===== src/core/rbc_pkg.sv =====
// Contract
// Power-on, brown-out, external pin, watchdog, reset instruction, stack overflow, stack underflow and programming-mode exit each reset the device.
// While the power-on detector reports low supply the internal reset stays asserted.
// When enabled, the power-up delay keeps the device in reset for nominally 64 ms after a power-on or brown-out reset.
// The power-up delay is enabled only when its active-low enable bit is zero.
// The power-up delay count begins only after both power-on and brown-out conditions are released.
// A two-bit mode field selects 11 always on, 10 off in sleep, 01 software controlled, 00 always off with immediate start-up.
// In always-on mode start-up waits for detector ready and supply above threshold, protection stays on in sleep, and wake-up is not delayed.
// In off-in-sleep mode start-up waits for ready and supply, protection is off in sleep, and wake-up waits until the detector is ready again.
// In software mode the soft enable bit switches the detector; in other modes the bit is still read and written but has no effect.
// In software mode start-up does not wait for detector ready or supply level.
// In software mode protection acts as soon as the detector is ready and does not change with sleep.
// A read-only ready flag is one while the detector circuit is active and zero otherwise.
// When the mode forces the detector on, the ready flag already reads one before execution starts.
// A brown-out reset fires only if supply stays below threshold longer than a minimum time; shorter dips are ignored.
// The brown-out trip level is selected by a single configuration bit.
// The power-up delay counts ticks of the free-running low-frequency oscillator and restarts whenever a power-on or brown-out condition reasserts.
package rbc_pkg;
    localparam logic [3:0] BRC_OFFSET = 4'h0;
    localparam logic [3:0] IRQ_STATUS_OFFSET = 4'h4;
    localparam logic [3:0] IRQ_MASK_OFFSET = 4'h8;

    localparam int SOFT_EN_BIT = 7;
    localparam int READY_BIT = 0;
    localparam logic SOFT_EN_RESET = 1'b1;

    localparam int EV_BROWNOUT = 0;
    localparam int EV_READY_RISE = 1;
    localparam int EV_STARTED = 2;
    localparam int EV_OTHER_RESET = 3;
    localparam int EV_COUNT = 4;
    localparam logic [3:0] IRQ_MASK_RESET = 4'h0;

    localparam int CLK_PERIOD_NS = 20;
    localparam int POWER_UP_DELAY_MS = 64;
    localparam int LF_TICK_PERIOD_US = 32;
    localparam int POWER_UP_DELAY_TICKS =
        POWER_UP_DELAY_MS * 1000 / LF_TICK_PERIOD_US;
    localparam int BROWNOUT_GLITCH_TIME_NS = 1000;
    localparam int BROWNOUT_GLITCH_CYCLES =
        (BROWNOUT_GLITCH_TIME_NS + CLK_PERIOD_NS - 1) / CLK_PERIOD_NS;

    typedef enum logic [1:0] {
        DETECTOR_ALWAYS_OFF = 2'b00,
        DETECTOR_SOFTWARE_CTL = 2'b01,
        DETECTOR_OFF_IN_SLEEP = 2'b10,
        DETECTOR_ALWAYS_ON = 2'b11
    } rbc_mode_t;

    typedef struct packed {
        rbc_mode_t brownout_mode_select;
        logic brownout_level_select;
        logic power_up_delay_enable_n;
    } rbc_config_t;

    typedef struct packed {
        logic watchdog_reset;
        logic reset_instruction;
        logic stack_overflow;
        logic stack_underflow;
        logic prog_mode_exit;
    } rbc_sources_t;
endpackage


===== src/core/rbc_reset_and_brownout_control.sv =====
// The Wishbone slave port and the register offsets were decided locally.
`timescale 1ns/10ps
`default_nettype none
module rbc_reset_and_brownout_control
    import rbc_pkg::*;
#(
    parameter int POWER_UP_TICKS = POWER_UP_DELAY_TICKS
) (
    input wire logic clk_i,
    input wire logic rst_i,
    input wire logic wb_cyc_i,
    input wire logic wb_stb_i,
    input wire logic wb_we_i,
    input wire logic [3:0] wb_adr_i,
    input wire logic [3:0] wb_sel_i,
    input wire logic [31:0] wb_dat_i,
    output logic [31:0] wb_dat_o,
    output logic wb_ack_o,
    input wire rbc_config_t config_i,
    input wire rbc_sources_t sources_i,
    input wire logic power_on_low_i,
    input wire logic supply_below_i,
    input wire logic detector_ready_i,
    input wire logic external_reset_pin_n_i,
    input wire logic lf_osc_i,
    input wire logic sleep_i,
    output logic device_reset_o,
    output logic detector_enable_o,
    output logic brownout_level_o,
    output logic wake_hold_o,
    output logic irq_o
);
    typedef enum logic [1:0] {
        ST_HOLD = 2'b00,
        ST_DELAY = 2'b01,
        ST_RUN = 2'b10
    } rbc_state_t;

    // Analog and pin inputs: two-stage synchronisers, stage one read only
    // by stage two
    logic [4:0] sync1_reg;
    logic [4:0] sync2_reg;
    logic lf_prev_reg;
    logic por_low;
    logic below;
    logic det_ready;
    logic pin_n;
    logic lf_tick;

    always_ff @(posedge clk_i) begin
        if (rst_i) begin
            sync1_reg <= 5'h1F;
            sync2_reg <= 5'h1F;
            // Matches the synchroniser reset level, so no false tick
            lf_prev_reg <= 1'b1;
        end else begin
            sync1_reg <= {power_on_low_i, supply_below_i, detector_ready_i,
                          external_reset_pin_n_i, lf_osc_i};
            sync2_reg <= sync1_reg;
            lf_prev_reg <= sync2_reg[0];
        end
    end

    assign por_low = sync2_reg[4];
    assign below = sync2_reg[3];
    assign det_ready = sync2_reg[2];
    assign pin_n = sync2_reg[1];
    assign lf_tick = sync2_reg[0] & ~lf_prev_reg;

    logic soft_en_reg;
    logic det_enable;
    logic ready_flag;
    logic protect;
    logic forced_mode;
    rbc_mode_t mode;

    assign mode = config_i.brownout_mode_select;
    assign brownout_level_o = config_i.brownout_level_select;

    always_comb begin
        case (mode)
            DETECTOR_ALWAYS_ON: det_enable = 1'b1;
            DETECTOR_OFF_IN_SLEEP: det_enable = ~sleep_i;
            DETECTOR_SOFTWARE_CTL: det_enable = soft_en_reg;
            DETECTOR_ALWAYS_OFF: det_enable = 1'b0;
            default: det_enable = 1'b0;
        endcase
    end

    assign detector_enable_o = det_enable;
    assign ready_flag = det_enable & det_ready;
    assign protect = ready_flag;
    // Forced modes wait for the detector, so the flag reads one at start
    assign forced_mode = (mode == DETECTOR_ALWAYS_ON) ||
                         (mode == DETECTOR_OFF_IN_SLEEP);
    // Wake from sleep in off-in-sleep mode waits for the detector
    assign wake_hold_o = (mode == DETECTOR_OFF_IN_SLEEP) &
                         ~det_ready;

    // Dip filter; counter saturates so long dips do not wrap
    logic [15:0] glitch_cnt_reg;
    logic trip;

    always_ff @(posedge clk_i) begin
        if (rst_i) begin
            glitch_cnt_reg <= 16'h0000;
        end else if (!(protect && below)) begin
            glitch_cnt_reg <= 16'h0000;
        end else if (!trip) begin
            glitch_cnt_reg <= glitch_cnt_reg + 16'h0001;
        end
    end

    assign trip = glitch_cnt_reg > 16'(BROWNOUT_GLITCH_CYCLES);

    logic bor_hold_reg;

    // Brown-out reset holds until supply recovers
    always_ff @(posedge clk_i) begin
        if (rst_i) begin
            bor_hold_reg <= 1'b0;
        end else if (trip) begin
            bor_hold_reg <= 1'b1;
        end else if (!below) begin
            bor_hold_reg <= 1'b0;
        end
    end

    logic startup_wait;
    logic cond;
    logic restart;
    rbc_state_t state_reg;
    rbc_state_t state_next;
    logic [15:0] power_up_delay_timer_cnt_reg;
    logic power_up_delay_timer_done;

    // Start-up wait applies only to modes that force the detector on, and
    // only gates leaving hold: once running, dips go through the filter
    assign startup_wait = forced_mode & (~det_ready | below);
    assign restart = por_low | bor_hold_reg |
                     sources_i.prog_mode_exit;
    assign cond = restart | startup_wait;
    assign power_up_delay_timer_done = power_up_delay_timer_cnt_reg >= 16'(POWER_UP_TICKS);

    always_comb begin
        state_next = state_reg;
        case (state_reg)
            ST_HOLD: begin
                if (!cond) begin
                    if (!config_i.power_up_delay_enable_n) begin
                        state_next = ST_DELAY;
                    end else begin
                        state_next = ST_RUN;
                    end
                end
            end
            ST_DELAY: begin
                if (restart) begin
                    state_next = ST_HOLD;
                end else if (power_up_delay_timer_done) begin
                    state_next = ST_RUN;
                end
            end
            ST_RUN: begin
                if (restart) begin
                    state_next = ST_HOLD;
                end
            end
            default: state_next = ST_HOLD;
        endcase
    end

    always_ff @(posedge clk_i) begin
        if (rst_i) begin
            state_reg <= ST_HOLD;
        end else begin
            state_reg <= state_next;
        end
    end

    always_ff @(posedge clk_i) begin
        if (rst_i) begin
            power_up_delay_timer_cnt_reg <= 16'h0000;
        end else if (state_reg != ST_DELAY) begin
            power_up_delay_timer_cnt_reg <= 16'h0000;
        end else if (lf_tick && !power_up_delay_timer_done) begin
            power_up_delay_timer_cnt_reg <= power_up_delay_timer_cnt_reg + 16'h0001;
        end
    end

    logic other_src;
    logic dev_rst_reg;

    assign other_src = sources_i.watchdog_reset |
                       sources_i.reset_instruction |
                       sources_i.stack_overflow |
                       sources_i.stack_underflow | ~pin_n;

    always_ff @(posedge clk_i) begin
        if (rst_i) begin
            dev_rst_reg <= 1'b1;
        end else begin
            dev_rst_reg <= (state_next != ST_RUN) | other_src;
        end
    end

    assign device_reset_o = dev_rst_reg;

    // Register bus
    logic req;
    logic wr;
    logic [3:0] status_reg;
    logic [3:0] mask_reg;
    logic [3:0] events;
    logic ready_prev_reg;
    logic started_prev_reg;

    assign req = wb_cyc_i & wb_stb_i & ~wb_ack_o;
    assign wr = req & wb_we_i & wb_sel_i[0];

    always_ff @(posedge clk_i) begin
        if (rst_i) begin
            wb_ack_o <= 1'b0;
        end else begin
            wb_ack_o <= req;
        end
    end

    always_ff @(posedge clk_i) begin
        if (rst_i) begin
            soft_en_reg <= SOFT_EN_RESET;
        end else if (wr && wb_adr_i == BRC_OFFSET) begin
            soft_en_reg <= wb_dat_i[SOFT_EN_BIT];
        end
    end

    always_ff @(posedge clk_i) begin
        if (rst_i) begin
            mask_reg <= IRQ_MASK_RESET;
        end else if (wr && wb_adr_i == IRQ_MASK_OFFSET) begin
            mask_reg <= wb_dat_i[EV_COUNT-1:0];
        end
    end

    always_ff @(posedge clk_i) begin
        if (rst_i) begin
            // Synchronised ready resets high, so no false rise after reset
            ready_prev_reg <= 1'b1;
            started_prev_reg <= 1'b0;
        end else begin
            ready_prev_reg <= ready_flag;
            started_prev_reg <= (state_reg == ST_RUN);
        end
    end

    always_comb begin
        events = 4'h0;
        events[EV_BROWNOUT] = trip & ~bor_hold_reg;
        events[EV_READY_RISE] = ready_flag & ~ready_prev_reg;
        events[EV_STARTED] = (state_reg == ST_RUN) & ~started_prev_reg;
        events[EV_OTHER_RESET] = other_src | sources_i.prog_mode_exit;
    end

    // A new event wins over a clearing write in the same cycle
    always_ff @(posedge clk_i) begin
        if (rst_i) begin
            status_reg <= 4'h0;
        end else if (wr && wb_adr_i == IRQ_STATUS_OFFSET) begin
            status_reg <= (status_reg & ~wb_dat_i[EV_COUNT-1:0]) | events;
        end else begin
            status_reg <= status_reg | events;
        end
    end

    assign irq_o = |(status_reg & mask_reg);

    always_ff @(posedge clk_i) begin
        if (rst_i) begin
            wb_dat_o <= 32'h0000_0000;
        end else if (req && !wb_we_i) begin
            wb_dat_o <= 32'h0000_0000;
            case (wb_adr_i)
                BRC_OFFSET: begin
                    wb_dat_o[SOFT_EN_BIT] <= soft_en_reg;
                    wb_dat_o[READY_BIT] <= ready_flag;
                end
                IRQ_STATUS_OFFSET: wb_dat_o[EV_COUNT-1:0] <= status_reg;
                IRQ_MASK_OFFSET: wb_dat_o[EV_COUNT-1:0] <= mask_reg;
                default: wb_dat_o <= 32'h0000_0000;
            endcase
        end
    end
endmodule
`default_nettype wire


===== config.mk =====
export PLATFORM = sky130hd
export DESIGN_NAME = rbc_reset_and_brownout_control
export DESIGN_NICKNAME = d
export VERILOG_FILES = /design/src/core/rbc_pkg.sv /design/src/core/rbc_reset_and_brownout_control.sv
export SDC_FILE = /design/constraint.sdc
export NUM_CORES = 1
export LEC_CHECK = 0
export BUFFER_PORTS_ARGS = -buffer_cell sky130_fd_sc_hd__buf_2
export CORE_ASPECT_RATIO = 1.25
export CORE_MARGIN = 4
export CORE_UTILIZATION = 50
export DETAILED_ROUTE_END_ITERATION = 12
export GPL_TIMING_DRIVEN = 0
export PLACE_DENSITY = 0.84
export SETUP_SLACK_MARGIN = 0.02
export SLEW_MARGIN = 20
export SYNTH_ARGS = -nofsm -noshare
export SYNTH_HDL_FRONTEND = slang
export SYNTH_SLANG_ARGS = --single-unit

===== constraint.sdc =====
create_clock -name clk_i -period 4 [get_ports clk_i]
set_input_delay 0.4 -clock clk_i [delete_from_list [all_inputs] [get_ports clk_i]]
set_output_delay 0.4 -clock clk_i [all_outputs]
set_load 0.02 [all_outputs]

==> metrics.md, run 1 <==
| Metric | Value |
|---|---|
| CTS Root Cell | `clkbuf_8` |
| # rows | `30` |
| Worst Setup Start Kind | `flop` |
| Final Non-Filler Cells | `approximately 440` |
| Worst slew pin tran | `559 ps` |
| Fin area | `approximately 3400 sq um` |
| Most common cell after layout, fill and taps aside | `dfxtp_1` |
| PwrDens | `428 nW/um^2` |
| Post-Syn Instances | `approximately 300` |
| Core ar. | `5410 sq um` |
| Clk pin slew, worst setup/hold paths | `70 ps` |
| RSZ-0062 raised after global routing | `false` |
| Die width | `~74 um` |
| Global-route wire length before repair | `approximately 9200 um` |
| Relative slew slack | `between 60% and 70%` |
| Worst VDD drop | `between 0.3 and 0.4 mV` |
| CTS tree | `yes` |
| DRT Pass-1 Iters | `4` |
| Setup TNS | `0 ps` |
| Die area | `between 6000 and 7000 sq um` |
| Initial antenna violation count | `0` |
| Commonest non-fill, non-tap cells in the layout | `64 x dfxtp_1, 40 x buf_2, 28 x buf_4` |
| Dpl cells | `428` |
| Hold_buf cts | `0` |
| Post-synth EDFFs | `0` |
| Fin crit share | `a little over two fifths` |
| Final HPWL DP | `4080 um` |
| Critical path's largest stage delay | `around 460 ps` |
| GR Util All Layers | `roughly 17%` |
| Clock Latency Late Sink | `roughly 350 ps` |
| Post-CTS setup repair buffer count | `0` |
| IO Count | `around 100` |
| Register area share after synthesis | `a little under half` |
| Hold Crit Class | `primary input to flop` |
| Setup Skew | `around 11 ps` |
| Drt drc | `0` |
| Slew Viols, Final | `0` |
| Main flop type after synthesis | `dfxtp_1` |
| 1st-iter DRT viols | `just over 100` |
| Final Hold Fails | `0` |
| Largest net degree at the start of global routing | `13` |
| Number of port buffers | `39` |
| Max clock buf depth | `2` |
| Post-layout net count | `about 440` |
| # resized after CTS | `0` |
| Routed length per instance | `12.5 um` |
| Required @ worst endpoint | `~4300 ps` |
| DRT Wirelength | `approximately 5600 um` |
| Synthesized area per cell | `between 9 and 10 sq um` |
| Diode count | `0` |
| Status | `finished, final reports clean` |
| CTS H-tree depth | `3` |
| Gpl congestion | `about 0.84` |
| Yosys reg bits | `64` |
| Yosys warning total | `0` |
| Post-DRT Antenna Nets | `0` |
| Max stage delay cell, worst path | `or4_1` |
| Vias | `between 2000 and 2500` |
| Ys async rst share | `0%` |
| Worst-path fanout max | `10` |
| CP cell instances | `ha_1 > nor2b_1 > o311a_1 > buf_6 > or4_1 > a21oi_1` |
| Mapped Area | `between 2000 and 3000 sq um` |
| Die H | `roughly 90 um` |
| FMAX | `around 0.58 GHz` |
| Crit Path Class | `flop to flop` |
| Fraction of layout cells with a size suffix above 1 | `~27%` |
| Placed instance area | `between 3000 and 4000 sq um` |
| CTS Sinks | `64` |
| Area Overhead vs Synth | `22.7%` |
| Arr. time, crit path | `~2000 ps` |
| Total CTS buffers | `9` |
| GRT overflow | `0` |
| Endpoint class of the critical path | `flop` |
| Starting density of the core | `between 50% and 60%` |
| Distinct cell type count after synthesis | `47` |
| Setup-failing EPs final | `0` |
| Max_cap viols | `0` |
| Vias in the first global route | `slightly above 2000` |
| DR vias/cell | `between 5 and 6` |
| Pleak | `~1.5 nW` |
| Clock period minus worst slack | `~1700 ps` |
==> critical path, delay by kind of cell, from the launching register on <==
kind | cells | cell delay (ps)
compound gates | 2 | 450
fa+ha+maj | 1 | 160
buf+inv | 1 | 140
flops | 1 | 390
simple gates | 2 | 500
==> through the flow <==
stage / util [%] / hold WS [ps] / setup slack (ps) / total power, mW
after CTS: 62.6 / 230 / 2270 / 1.46
after global placement: 57.9 / 393 / 2300 / 0.770
after floorplan: - / 389 / 2380 / 0.744
after global routing: 62.6 / 231 / 2140 / 1.50
final: 62.6 / 240 / 2280 / 1.45
after detailed placement: 57.9 / 397 / 2270 / 0.772
==> logic make-up (layout without fill, tap and decap cells) <==
family	Yosys count	after routing	synth area share [%]
buffers and inverters	48	103	10.7
AND/OR/NAND/NOR	113	113	23.2
flip-flops	64	64	46.4
multiplexers	5	5	1.81
other	1	27	0.136
adder cells (fa/ha/maj)	4	4	1.81
AO/OA/AOI/OAI	64	64	15.9
==> where the power goes <==
group | leakage (nW) | internal, mW | switching (mW)
Clock | 0.123 | 0.434 | 0.254
Sequential | 0.519 | 0.647 | 0.00495
Combinational | 0.828 | 0.0459 | 0.0614
Total | 1.47 | 1.13 | 0.321
==> per-layer routing <==
layer	wire length [um]	global-route usage (%)	up-vias
met2	2740	27.7	54
li1	-	-	1163
met3	341	4.65	12
met1	2370	20.9	1056
met5	0	0	-
met4	111	7.57	0
==> area by class of cell <==
class | instances | area [sq um]
plain buffers | 39 | 260
clock buffers | 10 | 138
clock inverters | 6 | 115
fillers | 453 | 2020
inverters | 9 | 33.8
multi-input cells | 213 | 1280
flip-flops and latches | 64 | 1280
well taps | 64 | 80.1
repair buffers | 39 | 195
==> Yosys cell counts (all sizes together) (3+ instances only) <==
| cell | count | area (sq um) |
|---|---|---|
| nor2b | 6 | 37.5 |
| inv | 9 | 33.8 |
| and3 | 15 | 93.8 |
| mux2i | 5 | 50.1 |
| o21ai | 7 | 35.0 |
| dfxtp | 64 | 1280 |
| nand2 | 22 | 82.6 |
| a21boi | 3 | 22.5 |
| or4 | 9 | 67.6 |
| clkbuf | 9 | 33.8 |
| buf | 30 | 226 |
| or2 | 13 | 81.3 |
| o31ai | 10 | 75.1 |
| a211o | 3 | 26.3 |
| a21oi | 23 | 115 |
| nand3 | 10 | 50.1 |
| nor4 | 5 | 31.3 |
| or3 | 4 | 27.5 |
| nor2 | 13 | 48.8 |
| ha | 4 | 50.1 |
| a22oi | 3 | 22.5 |
| nand2b | 3 | 18.8 |
| a22o | 4 | 35.0 |
==> path summary, 6_finish.rpt <==
kind | slack (ps) | depth (start not counted) | to | startpoint
worst min register to register | 410 | 1 | sync2_reg[3]$_SDFF_PP1_ | sync1_reg[3]$_SDFF_PP1_
worst min-delay path | 240 | 2 | sync1_reg[4]$_SDFF_PP1_ | power_on_low_i
worst max register to register | 2280 | 6 | glitch_cnt_reg[2]$_SDFFE_PP0P_ | glitch_cnt_reg[1]$_SDFFE_PP0P_
worst max-delay path | 2280 | 6 | glitch_cnt_reg[2]$_SDFFE_PP0P_ | glitch_cnt_reg[1]$_SDFFE_PP0P_
Note: power is estimated with default switching activity, not from simulation.
==> run 2: changes to the inputs <==
--- a/config.mk
+++ b/config.mk
@@ -8,10 +8,10 @@
 export BUFFER_PORTS_ARGS = -buffer_cell sky130_fd_sc_hd__buf_2
 export CORE_ASPECT_RATIO = 1.25
 export CORE_MARGIN = 4
-export CORE_UTILIZATION = 50
+export CORE_UTILIZATION = 49
 export DETAILED_ROUTE_END_ITERATION = 12
 export GPL_TIMING_DRIVEN = 0
-export PLACE_DENSITY = 0.84
+export PLACE_DENSITY = 0.83
 export SETUP_SLACK_MARGIN = 0.02
 export SLEW_MARGIN = 20
 export SYNTH_ARGS = -nofsm -noshare
==> constraint.sdc (replaced) <==
create_clock -name clk_i -period 1.6 [get_ports clk_i]
set_input_delay 0.16 -clock clk_i [delete_from_list [all_inputs] [get_ports clk_i]]
set_output_delay 0.16 -clock clk_i [all_outputs]
set_load 0.02 [all_outputs]
==> run 2 against run 1 <==
Compared with the run above: the run now ends with setup timing left; count of clock-buffer cells in the layout up 2; critical path depth up 1; worst hold slack worse by 200 ps; sequential share of layout area down 1.6 points; final cell count up 2.0%; sequential power up 150%; non-clock buffer count up 9; first-iteration DRC count up 25%; clock power up 83%; power up 120%; global-route usage down 0.092 points; flip-flop and latch count unchanged; critical path type unchanged; largest cell class is now multi-input combinational cells; largest power group is now registers.
==> metrics.md, run 2 (synthesis gave the netlist of run 1 again) <==
| Metric | Value |
|---|---|
| Gpl congestion | `~0.8` |
| Status | `complete, but fails checks` |
| Largest net degree at the start of global routing | `12` |
| Vias in the first global route | `about 2100` |
| Fin crit share | `103%` |
| Relative slew slack | `between 50 and 60%` |
| Fraction of layout cells with a size suffix above 1 | `35.7%` |
| Final setup margin | `-47.3 ps` |
| GR Util All Layers | `approximately 17%` |
| Required @ worst endpoint | `about 1900 ps` |
| Die area | `between 6000 and 7000 sq um` |
| Pleak | `approximately 1.5 nW` |
| DRT Wirelength | `6080 um` |
| CTS H-tree depth | `3` |
| Starting density of the core | `roughly 51%` |
| Post-DRT Antenna Nets | `0` |
| 1st-iter DRT viols | `126` |
| CP delay by family, top | `simple AND/OR/NAND/NOR gates` |
| Slew Viols, Final | `0` |
| CP Buf/Inv Count | `2` |
| # rows | `30` |
| GRT overflow | `0` |
| CTS Root Cell | `clkbuf_8` |
| Clk pin slew, worst setup/hold paths | `70 ps` |
| Setup-failing EPs final | `1` |
| Arr. time, crit path | `roughly 1900 ps` |
| Final HPWL DP | `about 4000 um` |
| Max_cap viols | `0` |
| Critical path's largest stage delay | `about 460 ps` |
| FMAX | `about 0.61 GHz` |
| Core ar. | `between 5000 and 6000 sq um` |
| PwrDens | `between 800 and 900 nW/um^2` |
| Total CTS buffers | `9` |
| Routed length per instance | `around 13 um` |
| Worst VDD drop | `approximately 0.51 mV` |
| Worst slack, placed | `-91.5 ps` |
| Worst-path fanout max | `6` |
| Final Hold Fails | `0` |
| Setup Skew | `roughly 7.8 ps` |
| Global-route wire length before repair | `9150 um` |
| CTS Sinks | `between 60 and 70` |
| Post-layout net count | `about 450` |
| RSZ-0062 raised after global routing | `true` |
| Initial antenna violation count | `0` |
| Die H | `91.9 um` |
| Clock period minus worst slack | `about 1600 ps` |
| Worst Setup Start Kind | `flop` |
| Endpoint class of the critical path | `flop` |
| Vias | `roughly 2400` |
| Area Overhead vs Synth | `29.5%` |
| Setup TNS | `-47.3 ps` |
| Diode count | `0` |
| IO Count | `98` |
| Max clock buf depth | `2` |
| DRT Pass-1 Iters | `4` |
| Drt drc | `0` |
| Worst slew pin tran | `just over 600 ps` |
| Clock Latency Late Sink | `roughly 340 ps` |
| Number of port buffers | `39` |
| Crit Path Class | `flop to flop` |
| Most common cell after layout, fill and taps aside | `dfxtp_1` |
| Tot Pwr | `roughly 3.2 mW` |
| CP cell instances | `inv_2 > ha_4 > nor2b_1 > o311a_1 > buf_6 > or4_1 > a21oi_1` |
| Max stage delay cell, worst path | `or4_1` |
| CTS tree | `yes` |
| Hold Crit Class | `primary input to flop` |
| DR vias/cell | `approximately 5.2` |
| Die width | `between 70 and 80 um` |
| Commonest non-fill, non-tap cells in the layout | `55 x dfxtp_1, 40 x buf_2, 31 x buf_4` |
| Violated checks | `setup timing` |
[run 2: cell count changes in the layout (fill, tap and decap cells not counted), moves of 5 or more]
| cell | change |
|---|---|
| a21oi_1 | -5 |
| a21oi_2 | +5 |
| dfxtp_1 | -9 |
| dfxtp_2 | +8 |
| dlygate4sd3_1 | +5 |
[run 2: what timing repair did]
| item | 4_1_cts | 5_1_grt |
|---|---|---|
| pin swaps | 10 | 16 |
| cloned | 0 | 1 |
| resized for setup | 8 | 44 |
| endpoints found under the hold margin | 5 | 0 |
| setup endpoints to repair | 13 | 27 |
| hold buffers | 5 | 0 |
| buffers inserted | 3 | 0 |
[run 2: worst min-delay path, stage by stage]
cell and delay, ps:
buf_2 80, mux2i_1 60, nand2_1 60
[run 2: final timing paths]
path	start	to	slack (ps)	cells after the start
worst max-delay path	glitch_cnt_reg[0]$_SDFFE_PP0P_	glitch_cnt_reg[2]$_SDFFE_PP0P_	-50	7
worst max register to register	glitch_cnt_reg[0]$_SDFFE_PP0P_	glitch_cnt_reg[2]$_SDFFE_PP0P_	-50	7
worst min register to register	sync1_reg[0]$_SDFF_PP1_	sync2_reg[0]$_SDFF_PP1_	410	1
worst min-delay path	wb_dat_i[7]	soft_en_reg$_SDFFE_PP1P_	40	3
[run 2: area by class of cell]
type                    instances  area (sq um)
fillers                       432          1870
clock inverters                 4          28.8
multi-input cells             213          1430
repair buffers                 48           273
clock buffers                  12           155
flip-flops and latches         64          1290
plain buffers                  39           275
inverters                       9          33.8
well taps                      64          80.1
[run 2: where the power goes]
group          switching (mW)  internal (mW)
Combinational           0.164          0.134
Sequential             0.0124           1.62
Clock                   0.618          0.647
Total                   0.795           2.40
[run 2: metal layers]
layer	global-route usage, %	wire [um]	vias to the layer above
met5	0	0	-
met4	8.01	167	0
met3	5.15	376	14
met2	27.1	3010	69
met1	20.6	2520	1100
li1	-	-	1184
[run 2: metrics by stage]
step / util (%) / cell area, sq um / hold slack, ps / instances
after floorplan: - / 2860 / 264 / 325
after global placement: 57.6 / 3130 / 345 / 428
after detailed placement: 57.6 / 3130 / 346 / 428
after CTS: 62.9 / 3420 / 25.2 / 452
after global routing: 65.7 / 3570 / 55.1 / 453
final: 65.7 / 3570 / 42.5 / 453
